<file path="config.mk">
export PLATFORM = sky130hd
export DESIGN_NAME = bdsc_ctrl
export DESIGN_NICKNAME = d
export VERILOG_FILES = /design/src/rtl/bdsc_pkg.sv /design/src/rtl/bdsc_ctrl.sv
export SDC_FILE = /design/constraint.sdc
export NUM_CORES = 1
export LEC_CHECK = 0
export ABC_AREA = 0
export BUFFER_PORTS_ARGS = -buffer_cell sky130_fd_sc_hd__clkbuf_2
export CAP_MARGIN = 20
export CORE_AREA = 5 5 70 72
export CTS_BUF_LIST = sky130_fd_sc_hd__clkbuf_4 sky130_fd_sc_hd__clkbuf_8
export CTS_CLUSTER_DIAMETER = 60
export CTS_CLUSTER_SIZE = 24
export DETAILED_ROUTE_END_ITERATION = 16
export DIE_AREA = 0 0 75 77
export PLACE_DENSITY = 0.77
export SLEW_MARGIN = 20
export SYNTH_ARGS = -nofsm -noshare
export SYNTH_HDL_FRONTEND = slang
export SYNTH_SLANG_ARGS = --single-unit
</file>
<file path="constraint.sdc">
create_clock -name clk_i -period 1.5 [get_ports clk_i]
set_input_delay 0.15 -clock clk_i [delete_from_list [all_inputs] [get_ports clk_i]]
set_output_delay 0.15 -clock clk_i [all_outputs]
set_load 0.01 [all_outputs]
</file>
<file path="src/rtl/bdsc_pkg.sv">
package bdsc_pkg;

    // ------------------------------------------------------------
    // Status/control field positions
    // ------------------------------------------------------------
    localparam int unsigned HALT_PERMIT_BIT  = 7;
    localparam int unsigned HALT_ACTIVE_BIT  = 6;
    localparam int unsigned BKPT_ENABLE_BIT  = 5;
    localparam int unsigned FORCE_TAG_BIT    = 4;
    localparam int unsigned COMM_CLK_BIT     = 3;
    localparam int unsigned WAIT_STOP_BIT    = 2;
    localparam int unsigned WS_FAIL_BIT      = 1;
    localparam int unsigned DV_FAIL_BIT      = 0;

    // ------------------------------------------------------------
    // Reset values
    // ------------------------------------------------------------
    localparam logic [7:0]  CTRL_RESET = 8'h00;
    localparam logic [15:0] BKPT_RESET = 16'h0000;

    // ------------------------------------------------------------
    // Serial debug commands reaching the registers
    // ------------------------------------------------------------
    typedef enum logic [2:0] {
        CMD_NONE,
        CMD_READ_STATUS,
        CMD_WRITE_CONTROL,
        CMD_READ_BKPT,
        CMD_WRITE_BKPT,
        CMD_BACKGROUND
    } bdsc_cmd_t;

    typedef struct packed {
        bdsc_cmd_t   cmd;
        logic [15:0] data;
    } bdsc_req_t;

    typedef struct packed {
        logic        valid;
        logic [15:0] data;
    } bdsc_rsp_t;

    // Break action requested of the CPU
    typedef struct packed {
        logic force_halt;
        logic tag_opcode;
        logic software_interrupt;
    } bdsc_brk_t;

endpackage : bdsc_pkg

</file>
<file path="src/rtl/bdsc_ctrl.sv">
`timescale 1ns/10ps
// Operation
// RL1 - Registers reached only by serial debug commands
// RL2 - Halt permit frozen while halted
// RL3 - Four status bits are read-only
// RL4 - Clock select bit 3, RW, resets 0
// RL5 - Halt permit bit 7 cleared by reset
// RL6 - Bit 6 shows CPU halted in background
// RL7 - Breakpoint enable 0 disables breakpoint logic
// RL8 - Force select: match halts at boundary
// RL9 - Tag select: match tags fetched opcode
// RL10 - Bit 2 shows wait/stop or woken
// RL11 - Background command exits wait/stop
// RL12 - Host checks active bit after background
// RL13 - Bit 1 set on wait/stop access failure
// RL14 - Host recovers from wait/stop failure
// RL15 - Bit 0 unused, no slow memory
// RL16 - Match register via breakpoint commands only
// RL17 - Breakpoint without permit gives software interrupt
// RL18 - Unused data-valid bit reads zero
module bdsc_ctrl (
    input  wire logic              clk_i,
    input  wire logic              rst_i,
    input  wire logic              ce_i,
    input  wire bdsc_pkg::bdsc_req_t req_i,
    output logic                   rsp_valid_o,
    output logic [15:0]            rsp_data_o,
    input  wire logic [15:0]       cpu_addr_i,
    input  wire logic              cpu_addr_valid_i,
    input  wire logic              cpu_halted_i,
    input  wire logic              cpu_wait_stop_i,
    input  wire logic              mem_access_fail_i,
    output logic                   force_halt_o,
    output logic                   tag_opcode_o,
    output logic                   software_interrupt_o,
    output logic                   background_req_o,
    output logic                   comm_clock_select_o
);

    // ------------------------------------------------------------
    // Register state
    // ------------------------------------------------------------
    logic        halt_permit_q,        halt_permit_d;
    logic        breakpoint_enable_q,  breakpoint_enable_d;
    logic        force_tag_select_q,   force_tag_select_d;
    logic        comm_clock_select_q,  comm_clock_select_d;
    logic        wait_stop_flag_q,     wait_stop_flag_d;
    logic        ws_fail_flag_q,       ws_fail_flag_d;
    logic [15:0] bkpt_q,               bkpt_d;
    logic        rsp_valid_q,          rsp_valid_d;
    logic [15:0] rsp_data_q,           rsp_data_d;
    bdsc_pkg::bdsc_brk_t brk_q,        brk_d;
    logic        bgnd_q,               bgnd_d;
    logic [7:0]  status;
    logic        match;

    // Status image; bit 0 hard zero [RL15] [RL18]
    always_comb begin
        status = 8'h00;
        status[bdsc_pkg::HALT_PERMIT_BIT] = halt_permit_q;
        status[bdsc_pkg::HALT_ACTIVE_BIT] = cpu_halted_i;          // [RL6]
        status[bdsc_pkg::BKPT_ENABLE_BIT] = breakpoint_enable_q;
        status[bdsc_pkg::FORCE_TAG_BIT]   = force_tag_select_q;
        status[bdsc_pkg::COMM_CLK_BIT]    = comm_clock_select_q;
        status[bdsc_pkg::WAIT_STOP_BIT]   = wait_stop_flag_q;
        status[bdsc_pkg::WS_FAIL_BIT]     = ws_fail_flag_q;
    end

    assign match = breakpoint_enable_q && cpu_addr_valid_i  // [RL7]
                   && (cpu_addr_i == bkpt_q);

    // ------------------------------------------------------------
    // Next-state logic
    // ------------------------------------------------------------
    always_comb begin
        halt_permit_d       = halt_permit_q;
        breakpoint_enable_d = breakpoint_enable_q;
        force_tag_select_d  = force_tag_select_q;
        comm_clock_select_d = comm_clock_select_q;
        wait_stop_flag_d    = wait_stop_flag_q;
        ws_fail_flag_d      = ws_fail_flag_q;
        bkpt_d              = bkpt_q;
        rsp_valid_d         = 1'b0;
        rsp_data_d          = rsp_data_q;
        brk_d               = '0;
        bgnd_d              = 1'b0;
        // Only the serial command port reaches these registers [RL1]
        case (req_i.cmd)
            bdsc_pkg::CMD_READ_STATUS: begin
                rsp_valid_d = 1'b1;
                rsp_data_d  = {8'h00, status};
            end
            bdsc_pkg::CMD_WRITE_CONTROL: begin
                if (!cpu_halted_i) begin                           // [RL2]
                    halt_permit_d = req_i.data[bdsc_pkg::HALT_PERMIT_BIT];
                end
                breakpoint_enable_d = req_i.data[bdsc_pkg::BKPT_ENABLE_BIT];
                force_tag_select_d  = req_i.data[bdsc_pkg::FORCE_TAG_BIT];
                // Clock select writable at any time [RL4]
                comm_clock_select_d = req_i.data[bdsc_pkg::COMM_CLK_BIT];
                // Status bits untouched by writes [RL3]
            end
            bdsc_pkg::CMD_READ_BKPT: begin
                rsp_valid_d = 1'b1;
                rsp_data_d  = bkpt_q;                              // [RL16]
            end
            bdsc_pkg::CMD_WRITE_BKPT: begin
                bkpt_d = req_i.data;                               // [RL16]
            end
            bdsc_pkg::CMD_BACKGROUND: begin
                // With halt permit set, works even in wait/stop; forces the CPU out [RL11]
                if (halt_permit_q) begin
                    bgnd_d = 1'b1;
                end
            end
            default: begin
            end
        endcase

        // Wait/stop flag: live in wait/stop, held if woken to background
        if (cpu_wait_stop_i) begin
            wait_stop_flag_d = 1'b1;                               // [RL10]
        end else if (!cpu_halted_i) begin
            wait_stop_flag_d = 1'b0;                               // [RL10]
        end

        // Set wins; cleared once the CPU resumes user code
        if (mem_access_fail_i && cpu_wait_stop_i) begin
            ws_fail_flag_d = 1'b1;                                 // [RL13]
        end else if (!cpu_halted_i && !cpu_wait_stop_i) begin
            ws_fail_flag_d = 1'b0;
        end

        if (match && !cpu_halted_i) begin
            if (!halt_permit_q) begin
                brk_d.software_interrupt = 1'b1;                                  // [RL17]
            end else if (force_tag_select_q) begin
                brk_d.force_halt = 1'b1;                           // [RL8]
            end else begin
                brk_d.tag_opcode = 1'b1;                           // [RL9]
            end
        end
    end

    // ------------------------------------------------------------
    // Registers
    // ------------------------------------------------------------
    always_ff @(posedge clk_i) begin
        if (rst_i) begin
            halt_permit_q       <=
                bdsc_pkg::CTRL_RESET[bdsc_pkg::HALT_PERMIT_BIT];   // [RL5]
            breakpoint_enable_q <=
                bdsc_pkg::CTRL_RESET[bdsc_pkg::BKPT_ENABLE_BIT];
            force_tag_select_q  <=
                bdsc_pkg::CTRL_RESET[bdsc_pkg::FORCE_TAG_BIT];
            comm_clock_select_q <=
                bdsc_pkg::CTRL_RESET[bdsc_pkg::COMM_CLK_BIT];      // [RL4]
            wait_stop_flag_q    <= 1'b0;
            ws_fail_flag_q      <= 1'b0;
            bkpt_q              <= bdsc_pkg::BKPT_RESET;
            rsp_valid_q         <= 1'b0;
            rsp_data_q          <= 16'h0000;
            brk_q               <= '0;
            bgnd_q              <= 1'b0;
        end else if (ce_i) begin
            halt_permit_q       <= halt_permit_d;
            breakpoint_enable_q <= breakpoint_enable_d;
            force_tag_select_q  <= force_tag_select_d;
            comm_clock_select_q <= comm_clock_select_d;
            wait_stop_flag_q    <= wait_stop_flag_d;
            ws_fail_flag_q      <= ws_fail_flag_d;
            bkpt_q              <= bkpt_d;
            rsp_valid_q         <= rsp_valid_d;
            rsp_data_q          <= rsp_data_d;
            brk_q               <= brk_d;
            bgnd_q              <= bgnd_d;
        end
    end

    assign rsp_valid_o          = rsp_valid_q;
    assign rsp_data_o           = rsp_data_q;
    assign force_halt_o         = brk_q.force_halt;
    assign tag_opcode_o         = brk_q.tag_opcode;
    assign software_interrupt_o = brk_q.software_interrupt;
    assign background_req_o     = bgnd_q;
    assign comm_clock_select_o  = comm_clock_select_q;
endmodule : bdsc_ctrl

</file>
==> results.toml <==
[setup_path]
crit_path_start_kind = "flip-flop"
critPathKind = "flip-flop to flip-flop"
timing.rr.start = "bkpt_q[4]$_SDFFE_PP0P_"
worst-path-max-fanout = 3
end_kind = "flip-flop"
required_ps = 1700
arrival_ps = 1570
worstReg2RegEnd = "force_halt_o$_SDFFE_PP0P_"
r2r_cells = 4
rrSetupSlack_ps = 130

[global_route]
grt-ovfl-total = 0
antenna_found_initial = 0
grt_start_max_net_pins = 28
grt_pass1_vias = 1649
grt_pass1_wl_mm = 7.69
grt_use_total = 0.171

[placement]
place_congestion = 0.748
place_area_um2 = 2180
dpl.hpwl_mm = 3.52
port_buffers = 63

[cts]
hold_buffers = 0
clkSinkCount = 43
clockBufferDepth = 2
cts_root_buffer = "clkbuf_8"
cts_inserted_buffers = 5
cts.reportedPaths.clkPinSlew_ps = 80
worstSkewPairLatency_ps = 290
cts_tree = "done"
h-tree-depth = 2

[logic_synthesis]
synthXorXnorAreaFrac = 0.0782
syn-cell-area_um2 = 1790
synthSimpleGateAreaFrac = 0.208
syn_area_per_cell_um2 = 8.79
synthMuxAreaShare = 0.0614
synth_cell_types = 25
synth_warnings = 0
synth_top_family_by_area = "simple AND/OR/NAND/NOR gates"
syn_nets = 246
ys_seq_area_frac = 0.480
synth_compound_area_frac = 0.142
ys_seq_elements = 43
syn-instance-count = 204
synth_fa_ha_area_frac = 0

[floorplanning]
rows = 24
initial_core_util = 0.423
core_um2 = 4230
dieHeight_um = 77
die_area_um2 = 5780
io_pins = 64
die_w_um = 75

[route]
vias_per_cell = 5.05
drt-wirelength-per-cell_um = 14.0
via_count = 1631
drc = 0
ant_nets = 0
drt-total-wl_mm = 4.51
first_iter_violations = 68
drt-pass1-iter-count = 4

[job]
cap_violations = 0

[power_and_ir_drop]
powerDensity_nw_per_um2 = 969
p_sw_uw = 508
power.leakage_nw = 1.03
ir_drop_v = 0.000560
p_seq_frac = 0.534
switching_share = 0.229
cell_internal_pwr_mw = 1.71
p_clk_frac = 0.367
comb_power_share = 0.098

[timing]
setup_violations = 0
timing.final.max_slew_violations = 0
min_period_ps = 1370
rsz0062_at_grt = "false"
max-slew-margin-rel = 0.617
hold_viol = 0
fin_crit_sh = 0.913
skew_ps = 7.99
fmax_mhz = 730
setup_tns_ps = 0
worst_pin_slew_ps = 574

[worst_hold_path]
whs_path_depth = 3
hold_path.startpoint = "req_i[9]"
hold_end = "bkpt_q[9]$_SDFFE_PP0P_"
min_path_type = "input pin to flip-flop"

[finish]
n_fill_cell = 397
fin_area_um2 = 2290
diodes = 0
post-route-util = 0.540
drive_above_1_share = 0.310
nNetsFinal = 312
layout_common_cells = "clkbuf_2 (63), dfxtp_1 (43), nand2_1 (41)"
syn2layout_area_growth_pct = 27.5
final_common_cell = "clkbuf_2"

[status]
status = "finished clean"
-- cells in the mapped netlist --
cell type | count | area (µm²)
a21o_1 | 1 | 7.51
a22oi_1 | 11 | 82.6
and2b_1 | 1 | 7.51
dfxtp_1 | 43 | 861
inv_2 | 1 | 3.75
nor2_2 | 2 | 12.5
a21oi_1 | 18 | 90.1
nand2_1 | 41 | 154
nand4_1 | 1 | 6.26
nand2b_1 | 3 | 18.8
xor2_1 | 16 | 140
o31ai_1 | 3 | 22.5
clkbuf_1 | 6 | 22.5
nand3b_1 | 2 | 15.0
or2_0 | 1 | 6.26
buf_2 | 4 | 20.0
mux2i_1 | 11 | 110
and4bb_2 | 1 | 12.5
buf_4 | 1 | 7.51
nor3_1 | 1 | 5.00
nor4_1 | 4 | 25.0
nor2_1 | 23 | 86.3
nor3b_4 | 1 | 18.8
nand3_1 | 1 | 5.00
a211oi_1 | 7 | 52.6
-- flip-flops by register name, summed over array words and instances, names as in the netlist --
register and count:
rsp_data_o 16, force_tag_select_q 1, ws_fail_flag_q 1, wait_stop_flag_q 1
breakpoint_enable_q 1, background_req_o 1, software_interrupt_o 1, rsp_valid_o 1
tag_opcode_o 1, force_halt_o 1, bkpt_q 16, halt_permit_q 1
comm_clock_select_o 1
-- layout make-up --
type	count	area, µm²	share of cell area
flip-flops and latches	43	861	0.377
multi-input cells	149	885	0.387
inverters	1	3.75	0.00164
repair buffers	70	368	0.161
clock buffers	8	104	0.0454
well taps	52	65.1	0.0285
-- stage by stage --
step	hold slack (ps)	total power, mW	setup WS [ps]	cells
CTS	64.1	2.23	132	323
finish	67.3	2.22	130	323
global route	63.5	2.32	38.0	323
detailed placement	379	1.43	147	315
global placement	373	1.43	224	315
floorplan	286	1.32	347	204
-- power groups by stage --
stage	clock network (mW)	logic, mW	registers (mW)
floorplan	0	0.110	1.21
global placement	0	0.215	1.21
detailed placement	0	0.218	1.21
CTS	0.827	0.219	1.18
global route	0.887	0.244	1.19
finish	0.814	0.218	1.18
-- worst max-delay path by stage --
| stage | startpoint | endpoint | depth (start not counted) |
|---|---|---|---|
| after floorplan | bkpt_q[14]$_SDFFE_PP0P_ | force_halt_o$_SDFFE_PP0P_ | 4 |
| after global placement | bkpt_q[14]$_SDFFE_PP0P_ | software_interrupt_o$_SDFFE_PP0P_ | 4 |
| after detailed placement | bkpt_q[14]$_SDFFE_PP0P_ | force_halt_o$_SDFFE_PP0P_ | 4 |
| after CTS | bkpt_q[14]$_SDFFE_PP0P_ | force_halt_o$_SDFFE_PP0P_ | 4 |
| after global routing | bkpt_q[4]$_SDFFE_PP0P_ | force_halt_o$_SDFFE_PP0P_ | 4 |
| final | bkpt_q[4]$_SDFFE_PP0P_ | force_halt_o$_SDFFE_PP0P_ | 4 |
-- worst max-delay path, cell delays in order (launching register included) --
cell and delay, ps:
dfxtp_1 350, xor2_1 170, nor4_1 300, nand3_1 170, o31ai_1 290
-- repair_timing --
item	4_1_cts	5_1_grt
endpoints found under the setup margin	0	1
gates resized for setup	0	1
buffers inserted	0	0
-- layer usage --
layer | global-route usage | vias to the layer above | part of all wire
li1 | - | 830 | -
met1 | 0.204 | 737 | 0.41
met2 | 0.270 | 56 | 0.48
met3 | 0.0771 | 8 | 0.097
met4 | 0.0552 | 0 | 0.015
met5 | 0 | - | 0
-- cells by family (layout without fill, tap and decap cells) --
kind of cell / count (synthesis) / count (layout)
DFF: 43 / 43
muxes: 11 / 11
buffers and inverters: 12 / 79
and+or+nand+nor: 82 / 82
xor gates and xnor gates: 16 / 16
AOI/OAI and AO/OA: 40 / 40
No activity file was read; power rests on OpenSTA's default activity.
